File: src/jgp_pkg.sv
// Overview of operation
// - two sticks, each with x and y timing channels, timers and two buttons
// - any write to the port discharges all timing pins and restarts; data ignored
// - the write takes effect on the trailing edge of the write strobe
// - threshold crossing at two thirds reference clears the axis bit and grounds pin
// - byte bits: 0..3 axes s1x s1y s2x s2y, 4..7 buttons s1b1 s1b2 s2b1 s2b2
// - status byte is eight bit read only, live state, never altered by writes
// - status byte reads zero after the standby power on reset
// - host read or write at the programmed base address is a port read or write
// - base address is set by config byte 0x60 high and 0x61 low
// - with the activate bit clear the base address is not decoded at all
// - power control bit 2 and the activate bit mirror each other both ways
package jgp_pkg;
   // status byte location relative to the base address
   localparam logic [15:0] STATUS_OFFSET = 16'h0000;
   localparam logic [7:0] STATUS_RESET = 8'h00;
   // status byte field positions
   localparam int BIT_S1X = 0;
   localparam int BIT_S1Y = 1;
   localparam int BIT_S2X = 2;
   localparam int BIT_S2Y = 3;
   localparam int BIT_S1B1 = 4;
   localparam int BIT_S1B2 = 5;
   localparam int BIT_S2B1 = 6;
   localparam int BIT_S2B2 = 7;
   // configuration indices
   localparam logic [7:0] CFG_BASE_HI_IDX = 8'h60;
   localparam logic [7:0] CFG_BASE_LO_IDX = 8'h61;
   localparam logic [7:0] CFG_ACTIVATE_IDX = 8'h30;
   localparam logic [7:0] CFG_PWR_CTL_IDX = 8'h22;
   localparam int ACTIVATE_BIT = 0;
   localparam int PWR_GAME_BIT = 2;
   // configuration reset values
   localparam logic [7:0] BASE_HI_RESET = 8'h00;
   localparam logic [7:0] BASE_LO_RESET = 8'h00;
   localparam logic [7:0] PWR_CTL_RESET = 8'h00;
   localparam logic ACTIVATE_RESET = 1'b0;
   // timing: clock rate and capacitor discharge hold
   localparam int CLK_MHZ = 50;
   localparam int DISCHARGE_NS = 1000;
   localparam int DISCHARGE_CYCLES = (DISCHARGE_NS * CLK_MHZ + 999) / 1000;
endpackage : jgp_pkg

File: src/jgp_axis_timer.sv
`timescale 1ns/1ns
`default_nettype none
module jgp_axis_timer #(
   parameter int DISCH_CYCLES = jgp_pkg::DISCHARGE_CYCLES
) (
   // clock and reset
   input wire logic clk,
   input wire logic srst,
   // restart from the port write
   input wire logic trigger,
   // pad comparator, high at two thirds of reference
   input wire logic threshold_hit,
   // axis bit and open drain timing pin
   output logic axis_bit,
   output logic pin_out,
   output logic pin_oe
);
   localparam int CW = $clog2(DISCH_CYCLES + 1);
   localparam logic [CW-1:0] CNT_LOAD = CW'(DISCH_CYCLES - 1);

   typedef enum logic [1:0] {
      JGP_IDLE = 2'b00,
      JGP_DISCH = 2'b01,
      JGP_CHARGE = 2'b10
   } jgp_axis_state_type;

   jgp_axis_state_type state_ff;
   logic [CW-1:0] cnt_ff;

   // state: discharge after a write, then charge until threshold
   always_ff @(posedge clk) begin
      if (srst) begin
         state_ff <= JGP_IDLE;
      end else if (trigger) begin
         state_ff <= JGP_DISCH;
      end else begin
         unique case (state_ff)
            JGP_IDLE: state_ff <= JGP_IDLE;
            JGP_DISCH: if (cnt_ff == '0) state_ff <= JGP_CHARGE;
            JGP_CHARGE: if (threshold_hit) state_ff <= JGP_IDLE;
            default: state_ff <= JGP_IDLE;
         endcase
      end
   end

   // discharge hold counter
   always_ff @(posedge clk) begin
      if (srst) begin
         cnt_ff <= '0;
      end else if (trigger) begin
         cnt_ff <= CNT_LOAD;
      end else if (state_ff == JGP_DISCH && cnt_ff != '0) begin
         cnt_ff <= cnt_ff - 1'b1;
      end
   end

   // axis bit high from write until threshold
   always_ff @(posedge clk) begin
      if (srst) begin
         axis_bit <= 1'b0;
      end else if (trigger) begin
         axis_bit <= 1'b1;
      end else if (state_ff == JGP_CHARGE && threshold_hit) begin
         axis_bit <= 1'b0;
      end
   end

   // pin grounded except while charging
   assign pin_out = 1'b0;
   assign pin_oe = (state_ff != JGP_CHARGE);
endmodule : jgp_axis_timer
`default_nettype wire

File: src/jgp_game_port.sv
`timescale 1ns/1ns
`default_nettype none
module jgp_game_port #(
   parameter int N_AXES = 4,
   parameter int DISCH_CYCLES = jgp_pkg::DISCHARGE_CYCLES
) (
   // clock and standby power reset
   input wire logic clk,
   input wire logic srst,
   // host i/o cycle
   input wire logic [15:0] io_addr,
   input wire logic io_rd,
   input wire logic io_wr,
   output logic [7:0] io_rdata,
   output logic io_rd_hit,
   // configuration byte access
   input wire logic [7:0] cfg_index,
   input wire logic [7:0] cfg_wdata,
   input wire logic cfg_wr,
   output logic [7:0] cfg_rdata,
   // timing pins: input is the pad comparator at two thirds reference
   input wire logic [N_AXES-1:0] rc_timing_pins_in,
   output logic [N_AXES-1:0] rc_timing_pins_out,
   output logic [N_AXES-1:0] rc_timing_pins_oe,
   // buttons
   input wire logic stick1_button1,
   input wire logic stick1_button2,
   input wire logic stick2_button1,
   input wire logic stick2_button2,
   // axis timer outputs
   output logic [N_AXES-1:0] axis_timer_outputs
);
   logic [7:0] base_hi_ff;
   logic [7:0] base_lo_ff;
   logic [7:0] pwr_ctl_ff;
   logic activate_ff;
   logic wr_hit_ff;
   logic port_hit;
   logic wr_hit;
   logic axis_trigger;
   logic [7:0] live_status;
   logic [7:0] nxt_cfg_rdata;

   // address decode, blocked while inactive
   assign port_hit = activate_ff && (io_addr == ({base_hi_ff, base_lo_ff} + jgp_pkg::STATUS_OFFSET));
   assign wr_hit = io_wr && port_hit;
   assign io_rd_hit = io_rd && port_hit;

   // write strobe tracking for trailing edge
   always_ff @(posedge clk) begin
      if (srst) begin
         wr_hit_ff <= 1'b0;
      end else if (wr_hit) begin
         wr_hit_ff <= 1'b1;
      end else if (!io_wr) begin
         wr_hit_ff <= 1'b0;
      end
   end

   // one pulse when a decoded write strobe goes inactive
   assign axis_trigger = wr_hit_ff && !io_wr;

   // one timer per axis
   genvar gi;
   generate
      for (gi = 0; gi < N_AXES; gi++) begin : g_axis
         jgp_axis_timer #(
            .DISCH_CYCLES(DISCH_CYCLES)
         ) u_axis (
            .clk(clk),
            .srst(srst),
            .trigger(axis_trigger),
            .threshold_hit(rc_timing_pins_in[gi]),
            .axis_bit(axis_timer_outputs[gi]),
            .pin_out(rc_timing_pins_out[gi]),
            .pin_oe(rc_timing_pins_oe[gi])
         );
      end
   endgenerate

   // live status byte
   always_comb begin
      live_status = jgp_pkg::STATUS_RESET;
      live_status[jgp_pkg::BIT_S1X] = axis_timer_outputs[0];
      live_status[jgp_pkg::BIT_S1Y] = axis_timer_outputs[1];
      live_status[jgp_pkg::BIT_S2X] = axis_timer_outputs[2];
      live_status[jgp_pkg::BIT_S2Y] = axis_timer_outputs[3];
      live_status[jgp_pkg::BIT_S1B1] = stick1_button1;
      live_status[jgp_pkg::BIT_S1B2] = stick1_button2;
      live_status[jgp_pkg::BIT_S2B1] = stick2_button1;
      live_status[jgp_pkg::BIT_S2B2] = stick2_button2;
   end

   // read data, captured during a decoded read only
   always_ff @(posedge clk) begin
      if (srst) begin
         io_rdata <= jgp_pkg::STATUS_RESET;
      end else if (io_rd_hit) begin
         io_rdata <= live_status;
      end
   end

   // base address bytes
   always_ff @(posedge clk) begin
      if (srst) begin
         base_hi_ff <= jgp_pkg::BASE_HI_RESET;
         base_lo_ff <= jgp_pkg::BASE_LO_RESET;
      end else if (cfg_wr && cfg_index == jgp_pkg::CFG_BASE_HI_IDX) begin
         base_hi_ff <= cfg_wdata;
      end else if (cfg_wr && cfg_index == jgp_pkg::CFG_BASE_LO_IDX) begin
         base_lo_ff <= cfg_wdata;
      end
   end

   // activate bit, written from either register
   always_ff @(posedge clk) begin
      if (srst) begin
         activate_ff <= jgp_pkg::ACTIVATE_RESET;
      end else if (cfg_wr && cfg_index == jgp_pkg::CFG_ACTIVATE_IDX) begin
         activate_ff <= cfg_wdata[jgp_pkg::ACTIVATE_BIT];
      end else if (cfg_wr && cfg_index == jgp_pkg::CFG_PWR_CTL_IDX) begin
         activate_ff <= cfg_wdata[jgp_pkg::PWR_GAME_BIT];
      end
   end

   // other power control bits are plain storage
   always_ff @(posedge clk) begin
      if (srst) begin
         pwr_ctl_ff <= jgp_pkg::PWR_CTL_RESET;
      end else if (cfg_wr && cfg_index == jgp_pkg::CFG_PWR_CTL_IDX) begin
         pwr_ctl_ff <= cfg_wdata;
      end
   end

   // configuration readback
   always_comb begin
      nxt_cfg_rdata = 8'h00;
      unique case (cfg_index)
         jgp_pkg::CFG_BASE_HI_IDX: nxt_cfg_rdata = base_hi_ff;
         jgp_pkg::CFG_BASE_LO_IDX: nxt_cfg_rdata = base_lo_ff;
         jgp_pkg::CFG_ACTIVATE_IDX: nxt_cfg_rdata[jgp_pkg::ACTIVATE_BIT] = activate_ff;
         jgp_pkg::CFG_PWR_CTL_IDX: begin
            nxt_cfg_rdata = pwr_ctl_ff;
            nxt_cfg_rdata[jgp_pkg::PWR_GAME_BIT] = activate_ff;
         end
         default: nxt_cfg_rdata = 8'h00;
      endcase
   end

   always_ff @(posedge clk) begin
      if (srst) begin
         cfg_rdata <= 8'h00;
      end else begin
         cfg_rdata <= nxt_cfg_rdata;
      end
   end
endmodule : jgp_game_port
`default_nettype wire

File: config.mk
export PLATFORM = sky130hd
export DESIGN_NAME = jgp_game_port
export DESIGN_NICKNAME = d
export VERILOG_FILES = /design/src/jgp_pkg.sv /design/src/jgp_axis_timer.sv /design/src/jgp_game_port.sv
export SDC_FILE = /design/constraint.sdc
export NUM_CORES = 1
export LEC_CHECK = 0
export BUFFER_PORTS_ARGS = -buffer_cell sky130_fd_sc_hd__buf_2
export CAP_MARGIN = 15
export CORE_MARGIN = 4
export CORE_UTILIZATION = 55
export DETAILED_ROUTE_END_ITERATION = 10
export PLACE_DENSITY = 0.8
export SETUP_SLACK_MARGIN = 0.3
export SLEW_MARGIN = 15
export SYNTH_ARGS = -nofsm -noshare
export SYNTH_HDL_FRONTEND = slang
export SYNTH_SLANG_ARGS = --single-unit
File: constraint.sdc
create_clock -name clk -period 2.3 [get_ports clk]
set_input_delay 0.23 -clock clk [delete_from_list [all_inputs] [get_ports clk]]
set_output_delay 0.23 -clock clk [all_outputs]
set_load 0.01 [all_outputs]
==> results.md, run 1 <==
- Outcome: finished clean
- Seq cells post-synth: 77
- Wire length per cell: 15.50 microns
- Iter 0 DRT Violations: 160
- Yosys warning total: 0
- Initial antenna violation count: 0
- Netlist Area Pre-Place: 3680 sq um
- CTS root buffer: clkbuf_8
- Worst-Skew Late Latency: roughly 0.35 ns
- Grt total ovfl: 0
- Final wirelength: roughly 8.7 mm
- Number of setup violations in the final report: 0
- Clock transition at path regs: 0.08 ns
- Post-DRT Antenna Nets: 0
- Die area: 8063 sq um
- Comb power frac: between 5 and 6%
- RSZ-0062 raised after global routing: true
- Worst endpoint required time: 2.07 ns
- Fill count: 471
- # Max-Cap Violations: 0
- N_diodes: 0
- Cell-internal power: around 1.9 mW
- GRT Total Usage: 21.21%
- Post-DP HPWL: 5.963 mm
- Drt via density: 5.525
- Via count: 3105
- Sink Count: a little under 80
- Place WS: ~0.36 ns
- Max Root-Sink Buffers: 2
- Crit start category: flip-flop
- Hold Vio Cnt, Final: 0
- Flop pwr share: 53.0%
- Crit path kind: flip-flop to output pin
- Seq/Total Area, Yosys: a little over two fifths
- Die height: between 80 and 90 microns
- Crit path DAT: 1.83 ns
- VDD IR max: about 0.48 mV
- Power Total: 2.509 mW
- Ys flop type: dfxtp_1
- Sw power: about 0.59 mW
- # rows: 29
- Clock network power share: 41.4%
- Cell Chain, Critical Path: xor2_1, nor3_1, nand2_1, nor3_2, buf_2
- Area Overhead vs Synth: 19.42%
- Post-synthesis cell type count: 47
- Core Area: 6422 sq um
- Max-slew violations: 0
- Vias in the first global route: 2978
- Die Span X: between 80 and 90 microns
- CTS Buf Count: 9
- Lkg Pwr: 1.773 nW
- GP Congestion: 0.8329
- Slew HR: 53.60%
- CP max stage delay: 0.45 ns
- Synth area leaders: dfxtp_1, nor2_1, a21oi_1
- Top-area cell type share of the netlist area: roughly two fifths
- Hold_ws: between 0.1 and 0.15 ns
- Avg Cell Area, Syn: between 9 and 10 sq um
- Worst slew pin tran: roughly 0.69 ns
- Pin count of the biggest net entering global routing: 36
- Critical Path Fanout Max: 3
- Worst Slack Setup Final: ~0.24 ns
- First-pass GRT wire length: approximately 14 mm
- Synth cell count leaders: dfxtp_1, nor2_1, a21oi_1
- Hold Buf Count CTS: 0
- Final TNS setup: 0 ns
- Hold Crit Class: primary input to flip-flop
- H-tree Lvls: 3
- Sw Share: 23.59%
- DRC: 0
- IO Count: 74
- Share of cells above drive strength 1: 28.45%
- Clock skew: 0.002480 ns
- Clock period minus worst slack: 2.061 ns
- Starting density of the core: 57.30%
- Pwr Density: about 570 nW/um^2
- Most common cell in the netlist: dfxtp_1
- CTS tree: built
- Leading area contributor after synthesis: dfxtp_1
- Worst path slowest cell: nor3_1
- Final net count: 533
- Pre-antenna DRT Iters: 4
- Port bufs: slightly below 70
- Post-synth EDFFs: 0
- Mapped Cells: between 400 and 500
- Critical Path End Type: output pin
- Max Clk Rate: 0.4853 GHz
- Asr flop ratio synth: 0%
- Crit share post-route: 89.59%
## worst max-delay path, delay by kind of cell (launching register included)
family	cells	cell delay [ns]
and+or+nand+nor	3	0.79
DFF	1	0.35
xor gates and xnor gates	1	0.18
buffers and inverters	1	0.15
## sequential cells by signal, summed over array words and instances (netlist names)
register and flops:
cfg_rdata 8, wr_hit_ff 1, base_lo_ff 8, g_axis.u_axis.axis_bit 4, io_rdata 8, activate_ff 1, base_hi_ff 8, g_axis.u_axis.state_ff 8
pwr_ctl_ff 7, g_axis.u_axis.cnt_ff 24
## cell families after synthesis
kind of cell,count (synthesis),share of synthesized area (%)
adders and majority gates,8,2.720
buffers and inverters,53,7.242
xor gates and xnor gates,34,8.093
AOI/OAI and AO/OA,67,12.65
DFF,77,41.89
muxes,25,7.072
other,1,0.1019
and+or+nand+nor,143,20.23
## per-stage QoR
step | instance area [sq um] | instances | util [%]
final | 4394 | 562 | 68.42
after CTS | 4314 | 560 | 67.17
after detailed placement | 4024 | 536 | 62.65
after global placement | 4024 | 536 | 62.65
after floorplan | 3691 | 411 | -
after global routing | 4394 | 562 | 68.42
## power groups by stage
stage                     Sequential [mW]  Combinational, mW  Clock, mW
after floorplan                      1.36             0.0652          0
after global placement               1.36              0.123          0
after detailed placement             1.36              0.126          0
after CTS                            1.33              0.132       1.05
after global routing                 1.33              0.152       1.11
final                                1.33              0.141       1.04
## final timing paths
check,slack (ns),from,endpoint,depth (start not counted)
setup / recovery,0.24,base_hi_ff[6],io_rd_hit,5
hold / removal,0.13,stick1_button1,io_rdata[4],3
setup reg to reg,0.31,base_hi_ff[7],wr_hit_ff,12
hold reg to reg,0.46,pwr_ctl_ff[6],pwr_ctl_ff[6],2
## layout make-up
cell class	count	area [sq um]	area share, %
multi-input cells	281	1948	44.33
flip-flops and latches	77	1554	35.36
repair buffers	89	511.7	11.65
clock buffers	11	141.4	3.218
well taps	77	96.34	2.192
inverters	22	82.58	1.879
clock inverters	5	60.06	1.367
## timing repair
item / CTS / global route
setup endpoints to repair: 1 / 11
pin swaps: 7 / 12
gates resized for setup: 8 / 16
buffers inserted: 8 / 1
gates cloned: 0 / 1
## layout by cell type, fill, tap and decap left out, types with 10 or more instances in the layout
cell       n
buf_2     70
buf_4     14
a21oi_1   36
inv_1     22
nand2_1   20
nor2_1    62
nand4_1   13
dfxtp_1   71
xor2_1    14
clkbuf_8  10
mux2i_1   17
xnor2_1   16
nand3_1   16
## per-layer routing
metal	global-route usage [%]	part of all wire, %	vias up	wire length [microns]
li1	-	-	1542	-
met2	34.34	47	98	4109
met3	5.760	6.3	17	553
met5	0	0	-	0
met4	8.685	2.2	0	188
met1	26.81	44	1448	3857
Power figures use the tool's default switching activity.
==> run 2: changes to the inputs <==
--- a/config.mk
+++ b/config.mk
@@ -7,10 +7,12 @@
 export LEC_CHECK = 0
 export BUFFER_PORTS_ARGS = -buffer_cell sky130_fd_sc_hd__buf_2
 export CAP_MARGIN = 15
+export CELL_PAD_IN_SITES_DETAIL_PLACEMENT = 0
+export CELL_PAD_IN_SITES_GLOBAL_PLACEMENT = 2
 export CORE_MARGIN = 4
-export CORE_UTILIZATION = 55
+export CORE_UTILIZATION = 33
 export DETAILED_ROUTE_END_ITERATION = 10
-export PLACE_DENSITY = 0.8
+export PLACE_DENSITY_LB_ADDON = 0.1
 export SETUP_SLACK_MARGIN = 0.3
 export SLEW_MARGIN = 15
 export SYNTH_ARGS = -nofsm -noshare
==> results.md, run 2 (synthesis gave the netlist of run 1 again) <==
- Hold Vio Cnt, Final: 0 (unchanged)
- Clock period minus worst slack: 1.971 ns (-0.08982 ns)
- # rows: 38 (+31%)
- Clock transition at path regs: 0.09 ns (about the same)
- Vias in the first global route: 2812 (-5.6%)
- N_diodes: 0 (unchanged)
- Max Root-Sink Buffers: 2 (unchanged)
- # Max-Cap Violations: 0 (unchanged)
- Critical Path Fanout Max: 3 (unchanged)
- Hold Buf Count CTS: 0 (unchanged)
- Outcome: finished clean
- Hold_ws: 0.1348 ns (+0.005532 ns)
- Grt total ovfl: 0 (unchanged)
- Final net count: 530 (-0.56%)
- Crit path DAT: 1.74 ns (-0.09 ns)
- Worst endpoint required time: 2.07 ns (about the same)
- Max Clk Rate: 0.5074 GHz (+4.6%)
- Most frequent cells in the layout: dfxtp_1, buf_2, nor2_1, a21oi_1, inv_1
- Final TNS setup: 0 ns (unchanged)
- Fill count: 1135 (+140%)
- Final wirelength: 9.128 mm (+4.8%)
- H-tree Lvls: 3 (unchanged)
- Die height: 113.6 microns (+27%)
- Sink Count: 77 (unchanged)
- IO Count: 74 (unchanged)
- Crit start category: flip-flop
- Placed instance area: 4118 sq um (+2.3%)
- Post-DP HPWL: 6.693 mm (+12%)
- Slew HR: 49.59% (-4.0 points)
- Iter 0 DRT Violations: 117 (-27%)
- Share of cells above drive strength 1: 27.39% (-1.1 points)
- Worst Slack Setup Final: 0.3292 ns (+0.08982 ns)
- Post-DRT Antenna Nets: 0 (unchanged)
- Wire length per cell: 14.68 microns (-5.3%)
- DRC: 0 (unchanged)
- First-pass GRT wire length: 14.61 mm (+4.6%)
- VDD IR max: 0.2338 mV (-51%)
- Hold Crit Class: primary input to flip-flop
- Cell Chain, Critical Path: xnor2_1, nand4_1, or4_4, nor3_2, buf_2
- Biggest register: g_axis.u_axis.cnt_ff
- Register area: 1551 sq um (-0.16%)
- Pwr Density: 601.8 nW/um^2 (+5.4%)
- Port bufs: 69 (unchanged)
- Lkg Pwr: 1.748 nW (-1.4%)
- CTS Buf Count: 9 (unchanged)
- Crit path kind: flip-flop to output pin
- Critical Path End Type: output pin
- Worst slew pin tran: 0.7547 ns (+0.06004 ns)
- Die Span X: 113.6 microns (+27%)
- Clock skew: 0.007747 ns (+0.005267 ns)
- Max FFs per register: 24 (unchanged)
- CTS root buffer: clkbuf_8
- Die area: 12900 sq um (+60%)
- Place WS: 0.3706 ns (+0.007301 ns)
- Area Overhead vs Synth: 19.99%
- Post-layout instance area: 4415 sq um (+0.48%)
- RSZ-0062 raised after global routing: true
- Drt via density: 4.780 (-13%)
- Crit share post-route: 85.69% (-3.9 points)
- GP Congestion: 0.7257 (-13%)
- Area of the multi-input gates: 1899 sq um (-2.5%)
- Number of setup violations in the final report: 0 (unchanged)
- Via count: 2973 (-4.3%)
- Worst-Skew Late Latency: 0.35 ns (about the same)
- CP max stage delay: 0.46 ns (about the same)
- Initial antenna violation count: 0 (unchanged)
- CTS tree: built
- Worst path slowest cell: or4_4
- Pin count of the biggest net entering global routing: 25 (-31%)
- Max-slew violations: 0 (unchanged)
- Pre-antenna DRT Iters: 4 (unchanged)
- Post-layout util: 40.55% (-28 points)
- Core Area: 10890 sq um (+70%)
- Starting density of the core: 33.80% (-23 points)
- GRT Total Usage: 14.39% (-6.8 points)
[run 2: final cells by class]
cell class / instances / share of cell area, %
Clock buffer: 11 / 3.429
Clock inverter: 5 / 1.870
Inverter: 22 / 1.870
Multi-Input combinational cell: 281 / 43.02
Sequential cell: 77 / 35.14
Tap cell: 140 / 3.967
Timing Repair Buffer: 86 / 10.71
[run 2: report_power, final]
part,switching (mW),internal (mW),total [mW]
Combinational,0.0814,0.0521,0.133
Clock,0.521,0.670,1.19
Sequential,0.000501,1.33,1.33
Total,0.603,2.05,2.66
[run 2: critical path: cells and delay by family (launching register included)]
kind	cells	cell delay, ns
XOR/XNOR	1	0.16
AND/OR/NAND/NOR	3	0.74
flip-flops	1	0.34
buffers and inverters	1	0.14
[run 2: stage by stage]
stage               power, mW  instances
global placement        1.496        601
finish                  2.657        622
floorplan               1.429        411
CTS                     2.717        621
global route            2.783        622
detailed placement      1.496        601
[run 2: path summary, 6_finish.rpt]
kind,startpoint,end,slack (ns),depth (start not counted)
setup / recovery,base_lo_ff[6],io_rd_hit,0.33,5
hold reg to reg,pwr_ctl_ff[3],pwr_ctl_ff[3],0.46,2
hold / removal,stick2_button2,io_rdata[7],0.13,3
setup reg to reg,base_lo_ff[6],io_rdata[0],0.52,6
[run 2: what timing repair did]
action / in CTS / in global routing
setup endpoints to repair: 1 / 1
hold endpoints to repair: 0 / 0
buffers inserted: 4 / 1
gates cloned: 0 / 0
resized for setup: 9 / 2
pin swaps: 5 / 2
[run 2: routing by layer]
metal	global-route usage, %	up-vias	routed length, microns	share of wire (%)
met5	0	-	0	0
met4	6.010	0	119	1.3
met3	2.706	9	350	3.8
met2	21.67	52	4078	45
met1	20.19	1384	4580	50
li1	-	1528	-	-
==> run 3: changes to the inputs <==
--- a/config.mk
+++ b/config.mk
@@ -13,6 +13,7 @@
 export CORE_UTILIZATION = 33
 export DETAILED_ROUTE_END_ITERATION = 10
 export PLACE_DENSITY_LB_ADDON = 0.1
+export RECOVER_POWER = 100
 export SETUP_SLACK_MARGIN = 0.3
 export SLEW_MARGIN = 15
 export SYNTH_ARGS = -nofsm -noshare
==> results.md, run 3 (synthesis gave the netlist of run 1 again) <==
- Outcome: finished clean
- Final wirelength: 9.130 mm (about the same)
- GP Congestion: 0.7257 (unchanged)
- CTS Buf Count: 9 (unchanged)
- Clock transition at path regs: 0.09 ns (about the same)
- Number of setup violations in the final report: 0 (unchanged)
- Fill count: 1154 (+1.7%)
- CTS tree: built
- # Max-Cap Violations: 0 (unchanged)
- Hold Crit Class: primary input to flip-flop
- Max Clk Rate: 0.4928 GHz (-2.9%)
- Worst-Skew Late Latency: 0.35 ns (about the same)
- Iter 0 DRT Violations: 101 (-14%)
- Post-layout instance area: 4270 sq um (-3.3%)
- Max-slew violations: 0 (unchanged)
- RSZ-0062 raised after global routing: true
- Crit share post-route: 88.22% (+2.5 points)
- GRT Total Usage: 14.39% (unchanged)
- Final Non-Filler Cells: 622 (unchanged)
- Area Overhead vs Synth: 16.05%
- Final TNS setup: 0 ns (unchanged)
- CTS root buffer: clkbuf_8
- Via count: 3002 (+0.98%)
- Critical Path End Type: output pin
- Worst endpoint required time: 2.07 ns (about the same)
- H-tree Lvls: 3 (unchanged)
- Clock skew: 0.008654 ns (+0.0009072 ns)
- Drt via density: 4.826 (+0.98%)
- Max FFs per register: 24 (unchanged)
- Power Total: 2.653 mW (-0.15%)
- Post-DRT Antenna Nets: 0 (unchanged)
- Hold Buf Count CTS: 0 (unchanged)
- Port bufs: 69 (unchanged)
- Hold Vio Cnt, Final: 0 (unchanged)
- Worst slew pin tran: 0.7618 ns (+0.007146 ns)
- Wire length per cell: 14.68 microns (about the same)
- Clock period minus worst slack: 2.029 ns (+0.05820 ns)
- Slew HR: 49.11% (-0.48 points)
- Max Root-Sink Buffers: 2 (unchanged)
- Die height: 113.6 microns (unchanged)
- First-pass GRT wire length: 14.61 mm (unchanged)
- Core Area: 10890 sq um (unchanged)
- Placed instance area: 4118 sq um (unchanged)
- Reg2reg setup slack: 0.38 ns (-0.14 ns)
- Vias in the first global route: 2812 (unchanged)
- Die area: 12900 sq um (unchanged)
- Grt total ovfl: 0 (unchanged)
- # rows: 38 (unchanged)
- Placed cell count: 601 (unchanged)
- Biggest register: g_axis.u_axis.cnt_ff
- Starting density of the core: 33.80% (unchanged)
- Pwr Density: 621.3 nW/um^2 (+3.2%)
- Die Span X: 113.6 microns (unchanged)
- Share of cells above drive strength 1: 18.46% (-8.9 points)
- Pin count of the biggest net entering global routing: 25 (unchanged)
- Crit path DAT: 1.80 ns (+0.06 ns)
- Most common cell after layout, fill and taps aside: dfxtp_1
- Crit start category: flip-flop
- Post-DP HPWL: 6.693 mm (unchanged)
- Critical Path Fanout Max: 2 (-1)
- Final net count: 530 (unchanged)
- Pre-antenna DRT Iters: 4 (unchanged)
- Most frequent cells in the layout: dfxtp_1, nor2_1, buf_2, a21oi_1, clkbuf_1
- DRC: 0 (unchanged)
- Lkg Pwr: 1.612 nW (-7.8%)
- Initial antenna violation count: 0 (unchanged)
- IO Count: 74 (unchanged)
- N_diodes: 0 (unchanged)
- Sink Count: 77 (unchanged)
- Crit path kind: flip-flop to output pin
- VDD IR max: 0.2338 mV (about the same)
-- run 3: cell types whose count changed in the layout (fill, tap and decap cells not counted), sizes merged --
cell,previous run,this run
buf,86,53
clkbuf,11,44
-- run 3: stage by stage --
| step | util [%] | hold WS [ns] | worst slack (ns) |
|---|---|---|---|
| final | 39.22 | 0.1341 | 0.2710 |
| after global placement | 37.82 | 0.4432 | 0.4033 |
| after floorplan | - | 0.3739 | 0.5556 |
| after detailed placement | 37.82 | 0.4469 | 0.3706 |
| after global routing | 39.22 | 0.1154 | 0.1515 |
| after CTS | 40.40 | 0.1109 | 0.3016 |
-- run 3: path summary, 6_finish.rpt --
| check | startpoint | endpoint | depth (start not counted) |
|---|---|---|---|
| max | base_hi_ff[3] | io_rd_hit | 5 |
| min | stick2_button2 | io_rdata[7] | 3 |
| max reg2reg | g_axis[0].u_axis.cnt_ff[0] | g_axis[0].u_axis.cnt_ff[4] | 7 |
| min reg2reg | pwr_ctl_ff[7] | pwr_ctl_ff[7] | 2 |
-- run 3: what timing repair did --
action / in CTS / in global routing
gates resized for setup: 9 / 2
hold endpoints to repair: 0 / 0
pin swaps: 5 / 2
endpoints found under the setup margin: 1 / 1
gates cloned: 0 / 0
setup buffers: 4 / 1
-- run 3: area by class of cell --
cell class	count	area (sq um)	area share, %
multi-input combinational	281	1814	42.48
clock inverter	5	82.58	1.934
timing repair buffer	86	414.1	9.698
clock buffer	11	151.4	3.545
sequential	77	1550	36.30
tap	140	175.2	4.102
inverter	22	82.58	1.934
-- run 3: power breakdown --
part           internal, mW  total (mW)  switching [mW]
combinational        0.0509       0.129          0.0780
sequential             1.33        1.33        0.000500
clock                 0.670        1.19           0.521
total                  2.05        2.65           0.600
-- run 3: critical path: stages, from the launching register on --
cell      delay [ns]
dfxtp_1         0.38
xnor2_2         0.12
nand2_1         0.08
or4_1           0.58
nor3_2          0.12
clkbuf_1        0.16
-- run 3: metal layers --
metal | share of wire, % | global-route usage, % | vias up
li1 | - | - | 1531
met2 | 45 | 21.67 | 59
met1 | 49 | 20.19 | 1403
met3 | 4.6 | 2.706 | 9
met4 | 1.3 | 6.010 | 0
met5 | 0 | 0 | -
